$ cat src/rtl/mtch_pkg.sv
// constants shared by the thermocouple channel handshake block
// assumes a single core clock domain; nothing is imported, all uses are scoped
package mtch_pkg;
    // channel counts and widths
    localparam int NUM_CH = 32;
    localparam int CH_W = 16;
    localparam int CH_IDX_W = 5;
    localparam int CFG_W = 64;
    localparam int CFG_BYTES = 16;
    localparam int CFG_IDX_W = 4;
    localparam int CH_PER_GROUP = 4;
    localparam int IN_W = 64;

    // control and status byte layout
    localparam int SEL_LSB = 0;
    localparam int SEL_MSB = 3;
    localparam int TOGGLE_BIT = 7;
    localparam logic [3:0] SEL_NONE = 4'h0;
    localparam logic [3:0] SEL_LAST_GROUP = 4'h8;
    localparam logic [3:0] SEL_FLAGS = 4'h9;
    localparam logic [2:0] RSVD_VALUE = 3'h0;

    // reset values
    localparam logic [CFG_W-1:0] CFG_RESET = 64'h0000_0000_0000_0000;
    localparam logic [7:0] STATUS_RESET = 8'h00;

    // sequencer states, one-hot
    typedef enum logic [3:0] {
        SEQ_IDLE = 4'h1,
        SEQ_SCAN = 4'h2,
        SEQ_WAIT = 4'h4,
        SEQ_DONE = 4'h8
    } mtch_seq_t;
endpackage
$ cat src/rtl/mtch_conv_if.sv
// carrier between the handshake controller and its conversion sequencer
// assumes both ends run on the same core clock
`timescale 1ns/10ps
interface mtch_conv_if;
    logic start;
    logic [mtch_pkg::NUM_CH-1:0] activeMask;
    logic done;
    logic wrEn;
    logic [mtch_pkg::CH_IDX_W-1:0] wrIdx;
    logic [mtch_pkg::CH_W-1:0] wrData;
    logic wrOpen;
    logic wrBack;

    modport ctl (output start, output activeMask, input done, input wrEn, input wrIdx,
        input wrData, input wrOpen, input wrBack);
    modport seq (input start, input activeMask, output done, output wrEn, output wrIdx,
        output wrData, output wrOpen, output wrBack);
endinterface

$ cat src/rtl/mtch_conv_seq.sv
// conversion sequencer: walks all channels once per measuring cycle
// assumes the converter answers each request with a one-cycle ack on core_clk
`timescale 1ns/10ps
module mtch_conv_seq (
    // clock and reset
    input wire logic core_clk,
    input wire logic rst_n,
    // controller side
    mtch_conv_if.seq conv,
    // converter side
    output logic adcReq,
    output logic [mtch_pkg::CH_IDX_W-1:0] adcChan,
    input wire logic adcAck,
    input wire logic [mtch_pkg::CH_W-1:0] adcData,
    input wire logic adcOpen,
    input wire logic adcBack
);
    typedef struct packed {
        mtch_pkg::mtch_seq_t state;
        logic [mtch_pkg::NUM_CH-1:0] mask;
        logic [mtch_pkg::CH_IDX_W-1:0] idx;
        logic req;
        logic done;
        logic wrEn;
        logic [mtch_pkg::CH_W-1:0] wrData;
        logic wrOpen;
        logic wrBack;
    } mtch_seq_reg_t;

    mtch_seq_reg_t cur;
    mtch_seq_reg_t next_cur;

    // one pass over every channel; inactive ones get a zero result
    always_comb
    begin
        next_cur = cur;
        next_cur.done = 1'b0;
        next_cur.wrEn = 1'b0;
        case (cur.state)
            mtch_pkg::SEQ_IDLE:
            begin
                if (conv.start)
                begin
                    next_cur.mask = conv.activeMask;
                    next_cur.idx = '0;
                    next_cur.state = mtch_pkg::SEQ_SCAN;
                end
            end
            mtch_pkg::SEQ_SCAN:
            begin
                if (cur.mask[cur.idx])
                begin
                    next_cur.req = 1'b1;
                    next_cur.state = mtch_pkg::SEQ_WAIT;
                end
                else
                begin
                    // no data for unassociated channels
                    next_cur.wrEn = 1'b1;
                    next_cur.wrData = '0;
                    next_cur.wrOpen = 1'b0;
                    next_cur.wrBack = 1'b0;
                    if (cur.idx == 5'h1F)
                        next_cur.state = mtch_pkg::SEQ_DONE;
                    else
                        next_cur.idx = cur.idx + 5'h01;
                end
            end
            mtch_pkg::SEQ_WAIT:
            begin
                if (adcAck)
                begin
                    next_cur.req = 1'b0;
                    next_cur.wrEn = 1'b1;
                    next_cur.wrData = adcData;
                    next_cur.wrOpen = adcOpen;
                    next_cur.wrBack = adcBack;
                    if (cur.idx == 5'h1F)
                        next_cur.state = mtch_pkg::SEQ_DONE;
                    else
                    begin
                        next_cur.idx = cur.idx + 5'h01;
                        next_cur.state = mtch_pkg::SEQ_SCAN;
                    end
                end
            end
            mtch_pkg::SEQ_DONE:
            begin
                next_cur.done = 1'b1;
                next_cur.state = mtch_pkg::SEQ_IDLE;
            end
            default:
                next_cur.state = mtch_pkg::SEQ_IDLE;
        endcase
    end

    // state register
    always_ff @(posedge core_clk or negedge rst_n)
    begin
        if (!rst_n)
        begin
            cur <= '{state: mtch_pkg::SEQ_IDLE, default: '0};
        end
        else
        begin
            cur <= next_cur;
        end
    end

    // the result index lags idx by one, as idx has already stepped on; in the done state the write carries 31
    assign adcReq = cur.req;
    assign adcChan = cur.idx;
    assign conv.done = cur.done;
    assign conv.wrEn = cur.wrEn;
    assign conv.wrIdx = (cur.state == mtch_pkg::SEQ_DONE) ? 5'h1F : cur.idx - {4'h0, cur.wrEn};
    assign conv.wrData = cur.wrData;
    assign conv.wrOpen = cur.wrOpen;
    assign conv.wrBack = cur.wrBack;
endmodule

$ cat src/rtl/mtch_handshake.sv
// cyclic multiplex handshake and channel configuration for a 32 channel
// thermocouple input module
// assumes fieldbus, converter and storage logic all run on core_clk
`timescale 1ns/10ps
module mtch_handshake (
    // clock and reset
    input wire logic core_clk,
    input wire logic rst_n,
    // cyclic process data
    input wire logic ctrlValid,
    input wire logic [7:0] ctrlByte,
    output logic [7:0] statusByte,
    output logic [mtch_pkg::IN_W-1:0] inputData,
    // configuration parameter
    input wire logic bigEndian,
    // acyclic channel configuration write
    input wire logic cfgWrValid,
    input wire logic [mtch_pkg::CFG_IDX_W-1:0] cfgWrIdx,
    input wire logic [7:0] cfgWrByte,
    input wire logic cfgWrDone,
    output logic cfgApplying,
    output logic [mtch_pkg::NUM_CH-1:0] chanActive,
    // non-volatile storage
    input wire logic nvmLoadValid,
    input wire logic [mtch_pkg::CFG_W-1:0] nvmLoadData,
    output logic nvmWrite,
    output logic [mtch_pkg::CFG_W-1:0] nvmWrData,
    // converter
    output logic adcReq,
    output logic [mtch_pkg::CH_IDX_W-1:0] adcChan,
    input wire logic adcAck,
    input wire logic [mtch_pkg::CH_W-1:0] adcData,
    input wire logic adcOpen,
    input wire logic adcBack,
    // measuring state
    output logic measBusy
);
    typedef struct packed {
        logic [mtch_pkg::CFG_W-1:0] chanCfg;
        logic [mtch_pkg::CFG_W-1:0] cfgShadow;
        logic applying;
        logic commitTail;
        logic nvmWrite;
        logic [mtch_pkg::NUM_CH-1:0] active;
        logic [3:0] reqSel;
        logic ctrlToggle;
        logic measBit;
        logic busy;
        logic start;
        logic [7:0] status;
        logic [mtch_pkg::IN_W-1:0] inData;
        logic [mtch_pkg::NUM_CH-1:0][mtch_pkg::CH_W-1:0] results;
        logic [mtch_pkg::NUM_CH-1:0] openFlags;
        logic [mtch_pkg::NUM_CH-1:0] backFlags;
    } mtch_top_reg_t;

    mtch_top_reg_t cur;
    mtch_top_reg_t next_cur;

    mtch_conv_if conv ();

    // conversion sequencer
    mtch_conv_seq u_seq (
        .core_clk(core_clk),
        .rst_n(rst_n),
        .conv(conv),
        .adcReq(adcReq),
        .adcChan(adcChan),
        .adcAck(adcAck),
        .adcData(adcData),
        .adcOpen(adcOpen),
        .adcBack(adcBack)
    );

    assign conv.start = cur.start;
    assign conv.activeMask = cur.active;

    // decode the two-bit field of each channel into an active flag
    function automatic logic [mtch_pkg::NUM_CH-1:0] decodeActive(
        input logic [mtch_pkg::CFG_W-1:0] cfg
    );
        logic [mtch_pkg::NUM_CH-1:0] act;
        act = '0;
        for (int i = 0; i < mtch_pkg::NUM_CH; i++)
        begin
            act[i] = ~(cfg[2*i] | cfg[2*i+1]);
        end
        return act;
    endfunction

    // build the eight input bytes for a selection code
    function automatic logic [mtch_pkg::IN_W-1:0] buildData(
        input logic [3:0] sel,
        input logic swapOrder,
        input logic [mtch_pkg::NUM_CH-1:0] act,
        input logic [mtch_pkg::NUM_CH-1:0][mtch_pkg::CH_W-1:0] res,
        input logic [mtch_pkg::NUM_CH-1:0] oc,
        input logic [mtch_pkg::NUM_CH-1:0] bv
    );
        logic [mtch_pkg::IN_W-1:0] d;
        logic [2:0] grp;
        logic [mtch_pkg::CH_IDX_W-1:0] ch;
        logic [mtch_pkg::CH_W-1:0] word;
        d = '0;
        grp = 3'h0;
        ch = '0;
        word = '0;
        if (sel == mtch_pkg::SEL_FLAGS)
        begin
            // flag bit n of each half belongs to channel n
            d[31:0] = oc;
            d[63:32] = bv;
        end
        else if (sel != mtch_pkg::SEL_NONE && sel <= mtch_pkg::SEL_LAST_GROUP)
        begin
            grp = 3'(sel - 4'h1);
            for (int k = 0; k < mtch_pkg::CH_PER_GROUP; k++)
            begin
                ch = {grp, 2'(k)};
                word = act[ch] ? res[ch] : '0;
                if (swapOrder)
                    d[16*k +: 16] = {word[7:0], word[15:8]};
                else
                    d[16*k +: 16] = word;
            end
        end
        return d;
    endfunction

    // next-state logic
    always_comb
    begin
        next_cur = cur;
        next_cur.start = 1'b0;
        next_cur.nvmWrite = 1'b0;

        // storage image loaded after power-up replaces the reset set
        if (nvmLoadValid && !cur.applying)
        begin
            next_cur.chanCfg = nvmLoadData;
        end

        // acyclic write: stage bytes in a shadow so partial writes stay intact
        if (cfgWrValid)
        begin
            if (!cur.applying)
            begin
                next_cur.cfgShadow = cur.chanCfg;
                next_cur.cfgShadow[8*cfgWrIdx +: 8] = cfgWrByte;
            end
            else
            begin
                next_cur.cfgShadow[8*cfgWrIdx +: 8] = cfgWrByte;
            end
            next_cur.applying = 1'b1;
        end
        if (cfgWrDone && cur.applying)
        begin
            next_cur.chanCfg = next_cur.cfgShadow;
            next_cur.nvmWrite = 1'b1;
            next_cur.commitTail = 1'b1;
        end
        // hold the zeroed outputs one cycle past commit so active settles
        if (cur.commitTail)
        begin
            next_cur.commitTail = 1'b0;
            // a byte arriving in the clearing cycle wins and keeps the change open
            next_cur.applying = cfgWrValid;
        end

        next_cur.active = decodeActive(cur.chanCfg);

        // cyclic control byte: latch selection and toggle
        if (ctrlValid)
        begin
            next_cur.reqSel = ctrlByte[mtch_pkg::SEL_MSB:mtch_pkg::SEL_LSB];
            next_cur.ctrlToggle = ctrlByte[mtch_pkg::TOGGLE_BIT];
        end

        // a new measuring cycle waits for a running one and for config commit
        if (!cur.busy && !cur.applying && cur.ctrlToggle != cur.measBit)
        begin
            next_cur.measBit = cur.ctrlToggle;
            next_cur.busy = 1'b1;
            next_cur.start = 1'b1;
        end

        // results are held until the next cycle overwrites them
        if (conv.wrEn)
        begin
            next_cur.results[conv.wrIdx] = conv.wrData;
            next_cur.openFlags[conv.wrIdx] = conv.wrOpen;
            next_cur.backFlags[conv.wrIdx] = conv.wrBack;
        end
        if (conv.done)
        begin
            next_cur.busy = 1'b0;
            next_cur.status[mtch_pkg::TOGGLE_BIT] = cur.measBit;
        end

        // data and its confirmation land on the same edge
        if (cur.applying)
            next_cur.inData = '0;
        else
            next_cur.inData = buildData(cur.reqSel, bigEndian, cur.active, cur.results,
                cur.openFlags, cur.backFlags);
        next_cur.status[mtch_pkg::SEL_MSB:mtch_pkg::SEL_LSB] = cur.reqSel;
        next_cur.status[6:4] = mtch_pkg::RSVD_VALUE;
    end

    // state register
    always_ff @(posedge core_clk or negedge rst_n)
    begin
        if (!rst_n)
        begin
            cur <= '0;
            cur.chanCfg <= mtch_pkg::CFG_RESET;
            cur.cfgShadow <= mtch_pkg::CFG_RESET;
            cur.status <= mtch_pkg::STATUS_RESET;
        end
        else
        begin
            cur <= next_cur;
        end
    end

    // outputs straight from the state register
    assign statusByte = cur.status;
    assign inputData = cur.inData;
    assign cfgApplying = cur.applying;
    assign chanActive = cur.active;
    assign nvmWrite = cur.nvmWrite;
    assign nvmWrData = cur.chanCfg;
    assign measBusy = cur.busy;
endmodule

$ cat config.mk
export PLATFORM = sky130hd
export DESIGN_NAME = mtch_handshake
export DESIGN_NICKNAME = d
export VERILOG_FILES = /design/src/rtl/mtch_pkg.sv /design/src/rtl/mtch_conv_if.sv /design/src/rtl/mtch_conv_seq.sv /design/src/rtl/mtch_handshake.sv
export SDC_FILE = /design/constraint.sdc
export NUM_CORES = 1
export LEC_CHECK = 0
export ABC_AREA = 1
export BUFFER_PORTS_ARGS = -buffer_cell sky130_fd_sc_hd__buf_2
export CORE_MARGIN = 3
export CORE_UTILIZATION = 57
export CTS_BUF_LIST = sky130_fd_sc_hd__clkbuf_4 sky130_fd_sc_hd__clkbuf_8
export DETAILED_ROUTE_END_ITERATION = 7
export GPL_ROUTABILITY_DRIVEN = 1
export PLACE_DENSITY = 0.81
export SYNTH_ARGS = -nofsm -noshare
export SYNTH_HDL_FRONTEND = slang
export SYNTH_SLANG_ARGS = --single-unit
$ cat constraint.sdc
create_clock -name core_clk -period 2.7 [get_ports core_clk]
set_input_delay 0.405 -clock core_clk [delete_from_list [all_inputs] [get_ports core_clk]]
set_output_delay 0.405 -clock core_clk [all_outputs]
set_load 0.05 [all_outputs]
Word-level counts from Yosys, hierarchy flattened --
Cells that the tools add are included.
Word-level totals: flip-flop bits (word level) 878, output and inout port bits 177
Operators by class: add/sub/neg operators 4, $lt $le $gt $ge 8, eq/ne operators 12, shift-type cells 2, muxes and demuxes 63, bitwise operators 64, reduce and logical (&&, ||, !) cells 20
Operators with widths (number):
- 512-bit bitwise mux | 1
- 64-bit two-way mux | 6
- 16-bit two-way mux | 13
- 16-bit binary-select mux with 3-bit select | 4
- 64-bit bitwise mux | 2
- 16-bit demux with 5-bit select | 1
- 65-bit two-way mux | 1
- 32-bit bitwise mux | 2
- 8-bit by 34-bit variable shift with 64-bit output (first input constant) | 1
- 8-bit by 34-bit variable part select with 64-bit output | 1
- 41-bit two-way mux | 1
- 19-bit two-way mux | 2
- 19-bit case mux with 2 select lines | 1
- 5-bit by 6-bit < comparator with 1-bit output (second input constant) | 6
- 7-bit negator with 34-bit output | 1
- 1-bit NOT | 32
- 1-bit OR | 32
- 4-bit two-way mux | 4
- 5-bit two-way mux | 3
- 5-bit case mux with 3 select lines | 1
- 1-bit binary-select mux with 3-bit select | 4
- 4-bit case mux with 3 select lines | 1
- 2-bit nonzero test | 5
- 1-bit two-way mux | 9
- 26 further kinds | 39

Depth between registers and ports, before layout --
depth after elaboration 8, mapped depth 17, gate-level depth less buffers 14

Cells and area by module --
From an unflattened synthesis, not the netlist that was laid out.
Second synthesis, totals: cell total of the unflattened synthesis 5361, area, all modules 42201.7 µm²
Modules (own cells, without submodules):
- mtch_handshake | times used 1, cells an instance 5025, area an instance 39014.9 µm², seq. area each 20419.6 µm²
- mtch_conv_seq | times used 1, cells an instance 336, area an instance 3186.8 µm², seq. area each 1552.7 µm²

Worst setup path after synthesis --
Ideal clock, no wire load.
kind register -> register, from register cur[652] (netlist name), to register cur, in the netlist inputData[63], library setup time 0.078 ns, data arrival time 2.671 ns, setup slack -0.049 ns, cell stages (with the launch flop) 17, buffers on the path 5, period minus slack after synthesis 2.749 ns, cells stage by stage dfrtp_1 -> inv_1 -> buf_2 -> buf_2 -> clkbuf_1 -> ha_1 -> clkinv_1 -> buf_1 -> clkbuf_1 -> o211ai_1 -> nand2_1 -> nand2_1 -> nand2_1 -> nand2_1 -> nand2_1 -> nand3_1 -> a21oi_1
RTL lines:
- start, declared | RTL line mtch_handshake.sv:57 | mtch_top_reg_t cur;
- start signal, assigned | RTL line mtch_handshake.sv:223 | cur <= next_cur;

==> key figures <==
Yosys
  – Synth unique cells: 36
  – Sequential share of the synthesized area: 52.2%
  – Top cell type's share of synthesized area: 52.1%
  – Yosys reg bits: 878
  – Cell accounting for the most synthesized area: dfrtp_1
  – Syn_area_per_cell: 7.77 um2
  – Mapped cell area: 42100 um2
  – Synth Instances: 5415
  – FFs w/ async S/R, synth: 100%
  – Area contributors post-synth: dfrtp_1 (52%), nand2_1 (16%), o21ai_0 (10%)
  – Syn. warnings: 0
  – Number of synthesized flops with an enable pin: 0
  – Primary FF master, synth: dfrtp_1

Timing
  – Worst slew margin: 33.3%
  – Final setup fails: 0
  – Layout Skew: 0.0423 ns
  – Max-slew violations: 0
  – RSZ-0062 raised after global routing: yes
  – Final WS setup: 0.0936 ns
  – Final Hold Fails: 0
  – Fmax: 384 MHz
  – Minimum clock period: 2.61 ns
  – Slew @ Worst Pin: 1.00 ns
  – Crit share post-route: 96.5%

Critical path
  – Most used cell, CP: nand2_1
  – Max stage delay on crit path: 0.46 ns
  – Req. time, crit path: 3.39 ns
  – Crit path kind: reg2reg
  – Worst-path fanout max: 86
  – Endpoint class of the critical path: flop
  – Crit-path slowest cell: dfrtp_4
  – Data arrival, critical path: 3.30 ns
  – CP Launch Type: flop
  – CP cell instances: buf_12 > buf_4 > nor2_1 > nor2_1 > o21ai_0 > nand2_1 > nand2_1 > nand2_1 > nand2_1 > nand2_1 > nand3_1 > a21oi_1

Clocking
  – Total CTS buffers: 145
  – H-tree levels: 4
  – Clock buffer depth: 3
  – Clock sink count: 878
  – Worst-path clk slew: 0.07 ns
  – Worst-skew pair later-pin latency: 0.81 ns
  – # Post-CTS Setup Buffers: 0
  – CTS tree: built
  – Root buffer cell: clkbuf_8

Place
  – Post-Place Cell Area: 43800 um2
  – GP Congestion: 0.910
  – Post-DP HPWL: 76.5 mm
  – DP Cell Count: 6273
  – IO Port Bufs: 280
  – Place WS: -0.0198 ns

Die
  – Core Box Area: 73100 um2
  – Die H: 278 um
  – Die ar.: 77200 um2
  – I/O pin total: 287
  – Chip Width: 278 um
  – Rows: 99
  – Initial Util: 57.6%

Route
  – M1 WL: 48.9 mm
  – Drt total wl: 125 mm
  – Vias: 38168
  – Initial drt markers: 4509
  – Via-to-Cell Ratio: 5.75
  – # DRC: 0
  – Top layer in use: met5
  – Met3 Wirelength: 13.4 mm
  – Post-route ant nets: 0
  – Routed length on met2: 55.9 mm
  – Per-cell routed wire length: 18.8 um
  – DRT Pass-1 Iters: 8

Final layout
  – Post-route insts no fill: 6642
  – Final instance area: 48000 um2
  – Layout area overhead: 14.0%
  – Final nets: 5679
  – Filler Cell Count: 5837
  – Layout Utilization: 65.6%
  – Layout cells sized above 1: 13.7%

Pwr
  – Worst VDD drop: 0.643 mV
  – Lkg Pwr: 23.9 nW
  – Switch Pwr: 0.0145 W
  – Seq pwr share: 41.0%
  – Switching Fraction: 37.0%
  – Power per cell area: 819 nW/um2
  – Clock share of power: 31.9%
  – Total Power: 0.0393 W
  – Int Pwr: 0.0247 W
  – Logic gate share of total power: 27.1%

Run status
  – Status: finished clean

Global route
  – Largest net degree at the start of global routing: 138
  – Total GRT Usage: 32.3%
  – Antenna violations before repair: 13
  – Wire length of the first global-routing pass: 199 mm
  – Gr ovfl total: 0
  – Vias in the first global route: 36741

Min path
  – Min-Delay Path Class: in2reg

Run
  – Max-cap violations: 0
-- cell usage after synthesis (all sizes together), types with 2 or more instances --
library cell  instances
clkinv                5
clkbuf              236
o21ai               887
xnor2                 2
nor3                 11
nor4                  3
mux2                 19
nor2                658
mux2i                32
ha                    9
o211ai               11
buf                 299
nand3               318
inv                 155
nand2              1804
a21oi                82
dfrtp               877
nand4                 3
-- power groups by stage --
stage | Clock, W | Combinational [W] | Sequential [W]
2_1_floorplan | 0 | 0.00737 | 0.0159
5_1_grt | 0.0132 | 0.0115 | 0.0163
6_report | 0.0125 | 0.0106 | 0.0161
3_3_place_gp | 0 | 0.0100 | 0.0162
4_1_cts | 0.0126 | 0.0104 | 0.0161
3_5_place_dp | 0 | 0.0103 | 0.0163
-- worst paths after layout --
path | startpoint | to | slack [ns] | cells after the start
worst min register to register | cur[653] | statusByte[1] | 0.38 | 0
worst max-delay path | cur[652] | inputData[2] | 0.09 | 12
min in group asynchronous | rst_n | inputData[19] | 0.09 | 2
worst min-delay path | nvmLoadData[60] | nvmWrData[60] | 0.08 | 5
max in group asynchronous | rst_n | cfgApplying | 1.53 | 3
worst max register to register | cur[652] | inputData[2] | 0.09 | 12
-- critical path, delay by kind of cell (launching register included) --
kind,cells,cell delay [ns]
and+or+nand+nor,8,0.78
AOI/OAI and AO/OA,2,0.36
DFF,1,0.46
buffers and inverters,2,0.81
-- cell families (layout without fill, tap and decap cells) --
family	count (synthesis)	after routing	synth area share (%)
other cells	1	13	0.00891
compound gates	980	980	11.7
flops	878	878	52.2
fa+ha+maj	9	9	0.267
simple gates	2798	2798	26.5
xor+xnor	3	3	0.0624
buf+inv	695	951	8.03
mux	51	51	1.27
-- state kept, by name, summed over array words and instances (netlist names), 5 cells and up --
register / count
u_seq.conv.wrData: 16
cur: 647
inputData: 64
nvmWrData: 64
chanActive: 32
u_seq.adcChan: 5
u_seq.cur: 36
statusByte: 5
-- repair_timing --
| action | in CTS | in global routing |
|---|---|---|
| setup endpoints to repair | 0 | 17 |
| endpoints found under the hold margin | 685 | 0 |
| resized for setup | 0 | 1 |
| hold buffers | 99 | 0 |
-- metrics by stage --
step,hold slack (ns),setup TNS (ns)
3_5_place_dp,0.305,-0.0198
5_1_grt,0.0739,-0.0293
4_1_cts,0.00338,0
6_report,0.0825,0
2_1_floorplan,0.109,0
3_3_place_gp,0.304,0
-- per-layer routing --
layer / vias up / track usage (%)
met2: 2228 / 49.7
met4: 4 / 16.6
li1: 17479 / -
met5: - / 0
met3: 408 / 8.21
met1: 18049 / 42.7
-- area by class of cell --
type                       count  area [um2]  share of cell area [%]
inverter                     160         613                    1.28
sequential                   878       22000                    45.8
tap                          959        1200                    2.50
timing repair buffer         531        4180                    8.72
antenna                       10        25.0                  0.0522
clock buffer                 237        2910                    6.07
clock inverter                23         248                   0.516
multi-input combinational   3844       16800                    35.1
-- placed cells by master (no fill, tap or decap), drive strengths merged, types with 2 or more instances in the layout --
cell	n
nand2	1804
o21ai	887
dfrtp	877
nor2	658
buf	432
nand3	318
clkbuf	237
inv	159
dlygate4sd3	99
a21oi	82
mux2i	32
clkinv	20
mux2	19
o211ai	11
nor3	11
diode	10
ha	9
nand4	3
conb	3
nor4	3
clkinvlp	2
bufinv	2
xnor2	2
(Power assumes the default switching activity.)
